File: src/rtl/hdv_defines.svh
// Constants for the HD video timing reference generator: offsets, fields, levels, counts.
// Assumes a single luminance-rate clock and inclusion by its bare name.
//
// How it works
// Every sample is an 8 or 10 bit word.
// Video words are clipped to 1.00 through 254.75.
// 8-bit words get two zero LSBs appended.
// 8-bit mode uses only bits 9 to 2.
// Chroma at half rate, co-sited with first Y.
// Line length 2200, 2640 or 2750 clocks.
// Line blanking 280, 720 or 830 clocks, EAV to SAV.
// Active line is exactly 1920 samples.
// SAV, active samples and EAV span 1928 clocks.
// EAV and SAV are four words each.
// Line starts with EAV; reference 192 before SAV end.
// SAV and EAV are sent on every line.
// F and V change only at EAV.
// Fourth word carries protection bits for the receiver.
// Interlace V low on lines 21-560 and 584-1123.
// Lines 1-563 field one, 564-1125 field two.
// Preamble ones, zeros, zeros; then 1 F V H P.
// Protection bits are XORs of F, V and H.
// Progressive F zero, V low on lines 42-1121.
// 20-bit words pair Y with alternating Cb and Cr.
// Sample count clears on EAV; line count advances too.
// Blanking words hold black and achromatic levels.
`ifndef HDV_DEFINES_SVH
`define HDV_DEFINES_SVH

`define HDV_CTRL_OFS    12'h000
`define HDV_STAT_OFS    12'h004
`define HDV_POS_OFS     12'h008

`define HDV_CTRL_EN     0
`define HDV_CTRL_W8     1
`define HDV_CTRL_FAM    2
`define HDV_CTRL_PROG   4
`define HDV_CTRL_RST    5'h00
`define HDV_STAT_F      16
`define HDV_STAT_V      17
`define HDV_STAT_RUN    18

`define HDV_LEN_60      12'h898
`define HDV_LEN_50      12'hA50
`define HDV_LEN_24      12'hABE
`define HDV_BLANK_60    12'h118
`define HDV_BLANK_50    12'h2D0
`define HDV_BLANK_24    12'h33E
`define HDV_HREF_60     12'h058
`define HDV_HREF_50     12'h210
`define HDV_HREF_24     12'h27E
`define HDV_TRS_LEN     12'h004
`define HDV_ACTIVE      12'h780

`define HDV_LINES       11'h465
`define HDV_I_ACT1_FIRST 11'h015
`define HDV_I_ACT1_LAST  11'h230
`define HDV_I_FIELD2     11'h234
`define HDV_I_ACT2_FIRST 11'h248
`define HDV_I_ACT2_LAST  11'h463
`define HDV_P_ACT_FIRST  11'h02A
`define HDV_P_ACT_LAST   11'h461

`define HDV_LVL_BLACK   10'h040
`define HDV_LVL_ACHRO   10'h200
`define HDV_LVL_MIN     10'h004
`define HDV_LVL_MAX10   10'h3FB
`define HDV_LVL_MAX8    10'h3F8
`define HDV_LVL_ONES    10'h3FF
`define HDV_MASK8       10'h3FC

`endif

File: src/rtl/hdv_pkg.sv
// Types shared by the HD video timing reference generator.
// Assumes the constants header is compiled alongside.
package hdv_pkg;
   typedef enum logic [1:0] {
      HDV_FAM_60 = 2'h0,
      HDV_FAM_50 = 2'h1,
      HDV_FAM_24 = 2'h2
   } hdv_fam_t;

   typedef enum logic [3:0] {
      HDV_ST_EAV    = 4'h1,
      HDV_ST_HBLANK = 4'h2,
      HDV_ST_SAV    = 4'h4,
      HDV_ST_ACTIVE = 4'h8
   } hdv_state_t;
endpackage

File: src/rtl/hdv_trs_word.sv
// Fourth word of a timing reference code, built from the F, V and H flags.
// Assumes the caller places the fixed preamble words itself.
`timescale 1ns/1ns
module hdv_trs_word (
   input  wire logic       f,
   input  wire logic       v,
   input  wire logic       h,
   output      logic [9:0] word
);
   wire logic [3:0] prot;

   assign prot[3] = v ^ h;
   assign prot[2] = f ^ h;
   assign prot[1] = f ^ v;
   assign prot[0] = f ^ v ^ h;
   // The two fixed low zeros keep the word valid in 8-bit mode as well.
   assign word = {1'b1, f, v, h, prot, 2'b00};
endmodule

File: src/rtl/hdv_line_ctr.sv
// Line counter with the F and V flags that belong to the current digital line.
// Assumes adv pulses once per line, at the edge where the sample count wraps.
`include "hdv_defines.svh"
`timescale 1ns/1ns
module hdv_line_ctr (
   input  wire logic        pclk,
   input  wire logic        presetn,
   input  wire logic        ce,
   input  wire logic        run,
   input  wire logic        adv,
   input  wire logic        prog,
   output      logic [10:0] line_r,
   output      logic        f_r,
   output      logic        v_r
);
   wire logic [10:0] line_nxt;
   wire logic        i_act;
   wire logic        p_act;
   wire logic        f_nxt;
   wire logic        v_nxt;

   assign line_nxt = (!run || line_r == `HDV_LINES) ? 11'h001 : line_r + 11'h001;
   assign i_act = (line_nxt >= `HDV_I_ACT1_FIRST && line_nxt <= `HDV_I_ACT1_LAST) ||
                  (line_nxt >= `HDV_I_ACT2_FIRST && line_nxt <= `HDV_I_ACT2_LAST);
   assign p_act = line_nxt >= `HDV_P_ACT_FIRST && line_nxt <= `HDV_P_ACT_LAST;
   assign f_nxt = !prog && line_nxt >= `HDV_I_FIELD2;
   assign v_nxt = prog ? !p_act : !i_act;

   // Flags are only reloaded with the line number, so while running they move at EAV alone.
   always_ff @(posedge pclk or negedge presetn) begin
      if (!presetn) begin
         line_r <= 11'h001;
         f_r    <= 1'b0;
         v_r    <= 1'b1;
      end else if (ce && (adv || !run)) begin
         line_r <= line_nxt;
         f_r    <= f_nxt;
         v_r    <= v_nxt;
      end
   end
endmodule

File: src/rtl/hdv_timing_gen.sv
// Top of the HD video timing reference generator: APB registers, line timing and
// the 20-bit luminance/colour-difference word stream framed by EAV and SAV.
// Assumes pix_y and pix_c come from logic on pclk and are valid whenever pix_take is high.
//
// Design decisions made here: the register offsets and the APB interface to the registers.
`include "hdv_defines.svh"
`timescale 1ns/1ns
module hdv_timing_gen (
   input  wire logic        pclk,
   input  wire logic        presetn,
   input  wire logic        ce,
   input  wire logic        psel,
   input  wire logic        penable,
   input  wire logic        pwrite,
   input  wire logic [11:0] paddr,
   input  wire logic [31:0] pwdata,
   output      logic [31:0] prdata,
   output      logic        pready,
   output      logic        pslverr,
   input  wire logic [9:0]  pix_y,
   input  wire logic [9:0]  pix_c,
   output      logic        pix_take,
   output      logic        pix_cr,
   output      logic [9:0]  out_y,
   output      logic [9:0]  out_c,
   output      logic        out_de,
   output      logic        out_eav,
   output      logic        out_href
);
   // Register map, one aligned word each.
   // CTRL holds enable in bit 0, 8-bit words in bit 1, the family in bits 3:2, progressive in bit 4.
   // STAT shows the line number in bits 10:0, F in bit 16, V in bit 17 and running in bit 18.
   // POS shows the sample count in bits 11:0, which is zero at the first EAV word.
   // Family 0 is 60/30 Hz, 1 is 50/25 Hz and 2 is 24 Hz; code 3 runs as family 0.

   // Software control word and the copy that the timing logic actually uses.
   logic [4:0]  ctrl_r;
   logic [4:0]  act_r;
   logic [4:0]  act_nxt;

   // APB answer registers.
   logic [31:0] prdata_r;
   logic        pready_r;
   logic        pslverr_r;

   // Horizontal timing.
   logic [11:0] hcnt_r;
   logic [11:0] hcnt_nxt;
   hdv_pkg::hdv_state_t state_r;
   hdv_pkg::hdv_state_t state_nxt;

   // Output stream registers.
   logic [9:0]  y_r;
   logic [9:0]  y_nxt;
   logic [9:0]  c_r;
   logic [9:0]  c_nxt;
   logic        de_r;
   logic        eav_r;
   logic        href_r;
   logic        take_r;
   logic        cr_r;

   // Line counter outputs.
   wire logic [10:0] line;
   wire logic        fld_f;
   wire logic        fld_v;

   // Configuration decode.
   wire logic        run;
   wire logic        w8;
   wire logic        prog;
   wire hdv_pkg::hdv_fam_t fam;
   wire logic [11:0] len;
   wire logic [11:0] blank;
   wire logic [11:0] href_pos;
   wire logic [11:0] sav_start;
   wire logic        wrap;

   assign run  = act_r[`HDV_CTRL_EN];
   assign w8   = act_r[`HDV_CTRL_W8];
   // The line counter works out the flags of the coming line, so it must see the mode
   // that this line will run in, not the one that is ending.
   assign prog = act_nxt[`HDV_CTRL_PROG];
   assign fam  = hdv_pkg::hdv_fam_t'(act_r[`HDV_CTRL_FAM +: 2]);

   // An unused family code falls back to the 60/30 Hz timing.
   assign len = (fam == hdv_pkg::HDV_FAM_50) ? `HDV_LEN_50 :
                (fam == hdv_pkg::HDV_FAM_24) ? `HDV_LEN_24 : `HDV_LEN_60;
   assign blank = (fam == hdv_pkg::HDV_FAM_50) ? `HDV_BLANK_50 :
                  (fam == hdv_pkg::HDV_FAM_24) ? `HDV_BLANK_24 : `HDV_BLANK_60;
   assign href_pos = (fam == hdv_pkg::HDV_FAM_50) ? `HDV_HREF_50 :
                     (fam == hdv_pkg::HDV_FAM_24) ? `HDV_HREF_24 : `HDV_HREF_60;
   assign sav_start = blank - `HDV_TRS_LEN;
   assign wrap      = run && hcnt_r == len - 12'h001;

   // APB decode.
   wire logic        acc;
   wire logic        done;
   wire logic        first_acc;
   wire logic [31:0] ctrl_word;
   wire logic [31:0] stat_word;
   wire logic [31:0] pos_word;
   wire logic        sel_ctrl;
   wire logic        sel_stat;
   wire logic        sel_pos;
   wire logic        mapped;
   wire logic [31:0] rd_mux;

   assign acc      = psel && penable;
   assign done     = acc && pready_r;
   assign sel_ctrl = paddr == `HDV_CTRL_OFS;
   assign sel_stat = paddr == `HDV_STAT_OFS;
   assign sel_pos  = paddr == `HDV_POS_OFS;
   assign mapped   = sel_ctrl || sel_stat || sel_pos;
   assign first_acc = acc && !pready_r;
   assign ctrl_word = {27'h000_0000, ctrl_r};
   assign stat_word = {13'h0000, run, fld_v, fld_f, 5'h00, line};
   assign pos_word  = {20'h0_0000, hcnt_r};
   assign rd_mux    = sel_ctrl ? ctrl_word :
                      sel_stat ? stat_word :
                      sel_pos  ? pos_word : 32'h0000_0000;

   // One wait state: pready rises in the second access cycle and the write lands there.
   always_ff @(posedge pclk or negedge presetn) begin
      if (!presetn) begin
         pready_r  <= 1'b0;
         prdata_r  <= 32'h0000_0000;
         pslverr_r <= 1'b0;
      end else if (ce) begin
         pready_r  <= first_acc;
         prdata_r  <= (first_acc && !pwrite) ? rd_mux : 32'h0000_0000;
         pslverr_r <= first_acc && !mapped;
      end
   end

   always_ff @(posedge pclk or negedge presetn) begin
      if (!presetn) begin
         ctrl_r <= `HDV_CTRL_RST;
      end else if (ce && done && pwrite && sel_ctrl) begin
         ctrl_r <= pwdata[4:0];
      end
   end

   // While running, settings are adopted only at a line boundary so that no line is ever cut short.
   // A stop waits one step longer, for the EAV that closes the last data block, so a
   // receiver never sees a block without its end code. The price is that a new
   // setting lags the write by up to one line.
   wire logic        stop_req;
   wire logic        eav_last;
   wire logic        adopt;

   assign stop_req = !ctrl_r[`HDV_CTRL_EN];
   assign eav_last = state_r == hdv_pkg::HDV_ST_EAV && hcnt_r == `HDV_TRS_LEN - 12'h001;
   assign adopt    = !run || (wrap && !stop_req) || (eav_last && stop_req);
   assign act_nxt  = adopt ? ctrl_r : act_r;

   always_ff @(posedge pclk or negedge presetn) begin
      if (!presetn) begin
         act_r <= `HDV_CTRL_RST;
      end else if (ce) begin
         act_r <= act_nxt;
      end
   end

   // Horizontal counter: sample 0 is the first EAV word. A line runs EAV in samples 0 to 3,
   // blanking words up to sav_start - 1, SAV up to blank - 1, then active samples to len - 1.
   assign hcnt_nxt = (!run || wrap) ? 12'h000 : hcnt_r + 12'h001;

   always_comb begin
      state_nxt = state_r;
      if (!run) begin
         state_nxt = hdv_pkg::HDV_ST_EAV;
      end else begin
         case (state_r)
            hdv_pkg::HDV_ST_EAV: begin
               if (hcnt_r == `HDV_TRS_LEN - 12'h001) begin
                  state_nxt = hdv_pkg::HDV_ST_HBLANK;
               end
            end
            hdv_pkg::HDV_ST_HBLANK: begin
               if (hcnt_r == sav_start - 12'h001) begin
                  state_nxt = hdv_pkg::HDV_ST_SAV;
               end
            end
            hdv_pkg::HDV_ST_SAV: begin
               if (hcnt_r == blank - 12'h001) begin
                  state_nxt = hdv_pkg::HDV_ST_ACTIVE;
               end
            end
            hdv_pkg::HDV_ST_ACTIVE: begin
               if (wrap) begin
                  state_nxt = hdv_pkg::HDV_ST_EAV;
               end
            end
            default: begin
               state_nxt = hdv_pkg::HDV_ST_EAV;
            end
         endcase
      end
   end

   always_ff @(posedge pclk or negedge presetn) begin
      if (!presetn) begin
         hcnt_r  <= 12'h000;
         state_r <= hdv_pkg::HDV_ST_EAV;
      end else if (ce) begin
         hcnt_r  <= hcnt_nxt;
         state_r <= state_nxt;
      end
   end

   hdv_line_ctr u_line (
      .pclk    (pclk),
      .presetn (presetn),
      .ce      (ce),
      .run     (run),
      .adv     (wrap),
      .prog    (prog),
      .line_r  (line),
      .f_r     (fld_f),
      .v_r     (fld_v)
   );

   // Timing reference words.
   wire logic       in_eav;
   wire logic       in_sav;
   wire logic [1:0] trs_idx;
   wire logic [11:0] sav_off;
   wire logic [11:0] px_nxt;
   wire logic [9:0] flag_word;
   wire logic [9:0] ones_word;
   wire logic [9:0] trs_word;

   assign in_eav    = run && state_r == hdv_pkg::HDV_ST_EAV;
   assign in_sav    = run && state_r == hdv_pkg::HDV_ST_SAV;
   assign sav_off   = hcnt_r - sav_start;
   assign trs_idx   = in_eav ? hcnt_r[1:0] : sav_off[1:0];
   assign ones_word = w8 ? `HDV_MASK8 : `HDV_LVL_ONES;

   hdv_trs_word u_trs (
      .f    (fld_f),
      .v    (fld_v),
      .h    (in_eav),
      .word (flag_word)
   );

   assign trs_word = (trs_idx == 2'h0) ? ones_word :
                     (trs_idx == 2'h3) ? flag_word : 10'h000;

   // Clip incoming video away from the reserved code levels.
   function automatic logic [9:0] clip(input logic [9:0] d, input logic narrow);
      logic [9:0] m;
      logic [9:0] hi;
      m  = narrow ? (d & `HDV_MASK8) : d;
      hi = narrow ? `HDV_LVL_MAX8 : `HDV_LVL_MAX10;
      if (m < `HDV_LVL_MIN) begin
         clip = `HDV_LVL_MIN;
      end else if (m > hi) begin
         clip = hi;
      end else begin
         clip = m;
      end
   endfunction

   // Active sample index of the coming clock; even indices carry Cb, odd ones Cr.
   assign px_nxt = hcnt_nxt - blank;

   always_comb begin
      y_nxt = `HDV_LVL_BLACK;
      c_nxt = `HDV_LVL_ACHRO;
      if (in_eav || in_sav) begin
         y_nxt = trs_word;
         c_nxt = trs_word;
      end else if (run && state_r == hdv_pkg::HDV_ST_ACTIVE) begin
         y_nxt = clip(pix_y, w8);
         c_nxt = clip(pix_c, w8);
      end
   end

   // All stream outputs lag the counter by one clock.
   always_ff @(posedge pclk or negedge presetn) begin
      if (!presetn) begin
         y_r    <= `HDV_LVL_BLACK;
         c_r    <= `HDV_LVL_ACHRO;
         de_r   <= 1'b0;
         eav_r  <= 1'b0;
         href_r <= 1'b0;
      end else if (ce) begin
         y_r    <= y_nxt;
         c_r    <= c_nxt;
         de_r   <= run && state_r == hdv_pkg::HDV_ST_ACTIVE;
         eav_r  <= in_eav && hcnt_r == 12'h000;
         href_r <= run && hcnt_r == href_pos;
      end
   end

   // The source is told, in the same clock that a sample is taken, that it is taken and whether it is Cb or Cr.
   always_ff @(posedge pclk or negedge presetn) begin
      if (!presetn) begin
         take_r <= 1'b0;
         cr_r   <= 1'b0;
      end else if (ce) begin
         take_r <= state_nxt == hdv_pkg::HDV_ST_ACTIVE && run;
         cr_r   <= px_nxt[0];
      end
   end

   assign prdata   = prdata_r;
   assign pready   = pready_r;
   assign pslverr  = pslverr_r;
   assign pix_take = take_r;
   assign pix_cr   = cr_r;
   assign out_y    = y_r;
   assign out_c    = c_r;
   assign out_de   = de_r;
   assign out_eav  = eav_r;
   assign out_href = href_r;
endmodule

File: config.mk
export PLATFORM = sky130hd
export DESIGN_NAME = hdv_timing_gen
export DESIGN_NICKNAME = d
export VERILOG_FILES = /design/src/rtl/hdv_pkg.sv /design/src/rtl/hdv_trs_word.sv /design/src/rtl/hdv_line_ctr.sv /design/src/rtl/hdv_timing_gen.sv
export VERILOG_INCLUDE_DIRS = /design/src /design/src/rtl
export SDC_FILE = /design/constraint.sdc
export NUM_CORES = 1
export LEC_CHECK = 0
export CELL_PAD_IN_SITES_DETAIL_PLACEMENT = 1
export CELL_PAD_IN_SITES_GLOBAL_PLACEMENT = 1
export CORE_MARGIN = 2
export CORE_UTILIZATION = 35
export CTS_CLUSTER_DIAMETER = 60
export DETAILED_ROUTE_END_ITERATION = 7
export DONT_BUFFER_PORTS = 1
export PLACE_DENSITY_LB_ADDON = 0.15
export SYNTH_ARGS = -nofsm -noshare
export SYNTH_HDL_FRONTEND = slang
export SYNTH_HIERARCHICAL = 1
export SYNTH_SLANG_ARGS = --single-unit
File: constraint.sdc
create_clock -name pclk -period 7.7 [get_ports pclk]
set_input_delay 1.54 -clock pclk [delete_from_list [all_inputs] [get_ports pclk]]
set_output_delay 1.54 -clock pclk [all_outputs]
set_load 0.02 [all_outputs]
==> flow_metrics.py <==
metrics = {
    "status": {
        "run_status": "finished clean",
    },
    "grt": {
        "initial_antenna_violation_count": 0,
        "track_usage": 0.200,
        "global_route_met1_usage": 0.278,
        "grt_first_pass_wirelength_mm": 26.0,
        "globalRouteMet3Util": 0.0454,
        "grt_busiest_layer": "met2",
        "grt_pass1_vias": 4704,
        "use_met2": 0.314,
        "grt_start_max_net_pins": 81,
        "global_route.overflow_total": 0,
    },
    "critical_path": {
        "reg2reg_depth": 9,
        "worst_setup_path_end_kind": "flip-flop",
        "reg2reg_from": "act_r[2]$_DFFE_PN0P_",
        "timing.critical_path.arrival_ns": 3.36,
        "critical_path_fanouts_max": 11,
        "critPathRequiredTime_ns": 7.93,
        "timing.critical_path.from_type": "flip-flop",
        "reg2reg_to": "u_line/line_r[8]$_DFFE_PN0P_",
        "critical_path_class": "flip-flop to flip-flop",
        "regToRegSetupSlack_ns": 4.57,
    },
    "logic_synthesis": {
        "asyncSetResetFlopFracSynth": 1.00,
        "sequential_cell_area_fraction_in_the_yosys_report": 0.363,
        "yosys.area_share.simple": 0.243,
        "avgSynthCellArea_sq_um": 9.00,
        "synth_area_sq_um": 5530,
        "synth_edf_count": 0,
        "yosys_register_bits": 80,
        "postSynthCellCount": 614,
        "postSynth.topFlopCell": "sky130_fd_sc_hd__dfrtp_1",
        "largest_family_of_logic_cells_by_synthesized_area": "simple AND/OR/NAND/NOR gates",
        "ys_warn_count": 6,
        "synth_compound_area_frac": 0.210,
        "netlist-cell-type-count": 93,
        "post_synth_fa_ha_maj_area_fraction": 0.0136,
        "muxShareOfSynthArea": 0.0305,
        "synthXorXnorAreaFrac": 0.0455,
    },
    "routing": {
        "drt_first_pass_iters": 4,
        "drt_drc_violations_left": 0,
        "antenna_left": 0,
        "drt-total-wl_mm": 16.0,
        "vias": 4473,
        "initialDrtViolationCount": 240,
        "viasPerCell": 5.63,
        "wl_per_cell_um": 20.2,
    },
    "clock_tree": {
        "cts.htree.levels": 3,
        "cts.sink_count": 80,
        "postCtsSetupBuffers": 0,
        "clk_transition_reported_paths_ns": 0.06,
        "cts_hold_repair.buffers": 0,
        "cts_tree": "built",
        "numCtsBuffers": 9,
        "clock_tree.buffer_depth": 2,
        "cts.root.buffer_cell": "sky130_fd_sc_hd__clkbuf_16",
        "worstSkewPairLatency_ns": 0.35,
        "cts-resized-gates": 0,
    },
    "pwr": {
        "power_frac_seq": 0.509,
        "pwr-share-clk": 0.450,
        "comb_power_share": 0.042,
        "max-vdd-ir-drop_uv": 104,
        "sw_frac_of_total": 0.246,
        "power_switching_uw": 214,
        "power.density_nw_per_um2": 154,
        "leakage_nw": 2.35,
        "internal_power_uw": 658,
    },
    "layout": {
        "most_used_cells_in_the_layout_excluding_fill_and_tap_cells": "sky130_fd_sc_hd__dfrtp_1 (75), sky130_fd_sc_hd__nand2_1 (61), sky130_fd_sc_hd__nor2_1 (58)",
        "fillers": 1835,
        "final_common_cell": "sky130_fd_sc_hd__dfrtp_1",
        "final_nets": 654,
        "layout-drive-gt1-share": 0.0858,
        "post-route-util": 0.371,
        "antenna-diode-count": 0,
        "multi_input_comb_area_sq_um": 3070,
        "area_growth_syn_to_layout_pct": 2.72,
        "seq_area_sq_um": 2010,
    },
    "floorplan": {
        "floorplan.die.width_um": 130,
        "floorplan.io_pins": 129,
        "dieHeight_um": 130,
        "die-area_sq_um": 16800,
        "row_count": 45,
        "core_sq_um": 15300,
        "initial_utilization": 0.361,
    },
    "sta": {
        "slew_violations": 0,
        "final-hold-violation-count": 0,
        "timing_worst_slew_pin_value_ns": 1.12,
        "max_clock_freq_mhz": 320,
        "grt_setup_unrepaired": "false",
        "finalCriticalPeriod_ns": 3.13,
        "setup_total_negative_slack_ns": 0,
        "slew-limit-headroom": 0.247,
        "fin_ws_ns": 4.57,
        "fin_worst_skew_ns": 0.00962,
        "timing.final.setup_violations": 0,
        "period_share": 0.406,
    },
    "worst_hold_path": {
        "min-delay-path-class": "flip-flop to flip-flop",
        "hold-path-cell-count": 1,
        "worst_case_hold_path_end_point": "act_r[4]$_DFFE_PN0P_",
        "timing.hold.worst.start": "act_r[4]$_DFFE_PN0P_",
    },
    "placed_design": {
        "place_ws_ns": 4.36,
        "place.detailed.hpwl_mm": 11.6,
        "buffer_ports.inserted": 0,
        "gp_congestion": 0.836,
    },
    "job": {
        "maxCapViolCount": 0,
    },
}
registers in the layout, summed over array words and instances (netlist names), 4 cells and up:
| name | count |
|---|---|
| hcnt_r | 12 |
| ctrl_r | 5 |
| u_line/line_r | 11 |
| out_y | 10 |
| prdata | 15 |
| state_r | 4 |
| act_r | 5 |
| out_c | 10 |
routing by layer:
metal / share of wire / up-vias
met2: 0.46 / 101
met4: 0.011 / 0
met1: 0.48 / 2248
met5: 0 / -
met3: 0.053 / 16
li1: - / 2108
metrics by stage:
step / cells / total power, mW / hold WS (ns) / cell area (sq um)
after floorplan: 631 / 0.491 / 0.477 / 5590
after global placement: 778 / 0.487 / 0.494 / 5420
after detailed placement: 778 / 0.488 / 0.496 / 5420
after CTS: 794 / 0.884 / 0.514 / 5680
after global routing: 794 / 0.912 / 0.541 / 5680
final: 794 / 0.872 / 0.515 / 5680
critical path, stage by stage (launching register included):
cell                      delay, ns
sky130_fd_sc_hd__dfrtp_1       0.38
sky130_fd_sc_hd__inv_1         0.06
sky130_fd_sc_hd__ha_1          0.34
sky130_fd_sc_hd__xor2_2        0.23
sky130_fd_sc_hd__nand4_2       0.19
sky130_fd_sc_hd__or4_1         0.55
sky130_fd_sc_hd__nor2_1        0.15
sky130_fd_sc_hd__o21ai_1       0.22
sky130_fd_sc_hd__or2_1         0.47
sky130_fd_sc_hd__o41ai_1       0.42
worst max path at each step:
stage	start	endpoint
floorplan	paddr[7]	ctrl_r[0]$_DFFE_PN0P_
global placement	paddr[7]	prdata[7]$_DFFE_PN0P_
detailed placement	paddr[7]	prdata[9]$_DFFE_PN0P_
CTS	act_r[3]$_DFFE_PN0P_	u_line/line_r[8]$_DFFE_PN0P_
global route	act_r[3]$_DFFE_PN0P_	u_line/line_r[8]$_DFFE_PN0P_
finish	act_r[2]$_DFFE_PN0P_	u_line/line_r[8]$_DFFE_PN0P_
power by group through the flow:
stage / Sequential [mW] / Combinational, mW / Clock [mW]
final: 0.444 / 0.0363 / 0.392
after global routing: 0.445 / 0.0406 / 0.427
after CTS: 0.444 / 0.0364 / 0.404
after detailed placement: 0.452 / 0.0362 / 0
after global placement: 0.452 / 0.0356 / 0
after floorplan: 0.448 / 0.0433 / 0
layout make-up:
class	instances	share of cell area
clock buffers	13	0.0423
clock inverters	3	0.00330
inverters	18	0.0119
multi-input cells	468	0.541
flip-flops and latches	80	0.354
well taps	211	0.0465
repair buffers	1	0.00132
synthesized netlist by cell type, types with 4 or more instances:
library cell                count  share of area
sky130_fd_sc_hd__nor4_1        10          0.011
sky130_fd_sc_hd__xnor2_1        9          0.014
sky130_fd_sc_hd__dfrtp_1       75           0.34
sky130_fd_sc_hd__buf_6          6          0.012
sky130_fd_sc_hd__o21a_1         4         0.0054
sky130_fd_sc_hd__nor2_1        58          0.039
sky130_fd_sc_hd__nand2_1       61          0.041
sky130_fd_sc_hd__buf_2         14          0.013
sky130_fd_sc_hd__nor3_1        13          0.012
sky130_fd_sc_hd__clkbuf_1      11         0.0075
sky130_fd_sc_hd__o21ai_1        4         0.0036
sky130_fd_sc_hd__a21oi_1       31          0.028
sky130_fd_sc_hd__buf_4         31          0.042
sky130_fd_sc_hd__o21ai_0       28          0.025
sky130_fd_sc_hd__a221o_1       10          0.018
sky130_fd_sc_hd__mux2_4         4          0.011
sky130_fd_sc_hd__o2bb2ai_1     10          0.016
sky130_fd_sc_hd__o31ai_1        6         0.0081
sky130_fd_sc_hd__or3b_1         5         0.0079
sky130_fd_sc_hd__nor2b_1       11          0.012
sky130_fd_sc_hd__inv_1         18          0.012
sky130_fd_sc_hd__a31oi_1        4         0.0045
sky130_fd_sc_hd__xor2_1        12          0.019
sky130_fd_sc_hd__mux2_1         6          0.012
sky130_fd_sc_hd__a22o_1         6         0.0095
sky130_fd_sc_hd__nand3_1       15          0.014
sky130_fd_sc_hd__o22a_1         6         0.0095
sky130_fd_sc_hd__dfstp_2        5          0.024
sky130_fd_sc_hd__nand2b_1       7         0.0079
sky130_fd_sc_hd__and3_1         8         0.0091
sky130_fd_sc_hd__a211oi_1       5         0.0068
sky130_fd_sc_hd__ha_1           6          0.014
sky130_fd_sc_hd__or3_1          7         0.0079
sky130_fd_sc_hd__nand4_1        9          0.010
sky130_fd_sc_hd__o22ai_1        8         0.0091
sky130_fd_sc_hd__nand3b_1       6         0.0081
logic make-up (layout without fill, tap and decap cells):
logic type	Yosys count	count (layout)
other	3	20
muxes	14	14
xor gates and xnor gates	24	24
DFF	80	80
adders and majority gates	6	6
AOI/OAI and AO/OA	160	160
and+or+nand+nor	244	244
buffers and inverters	83	35
Power figures use the tool's default switching activity.
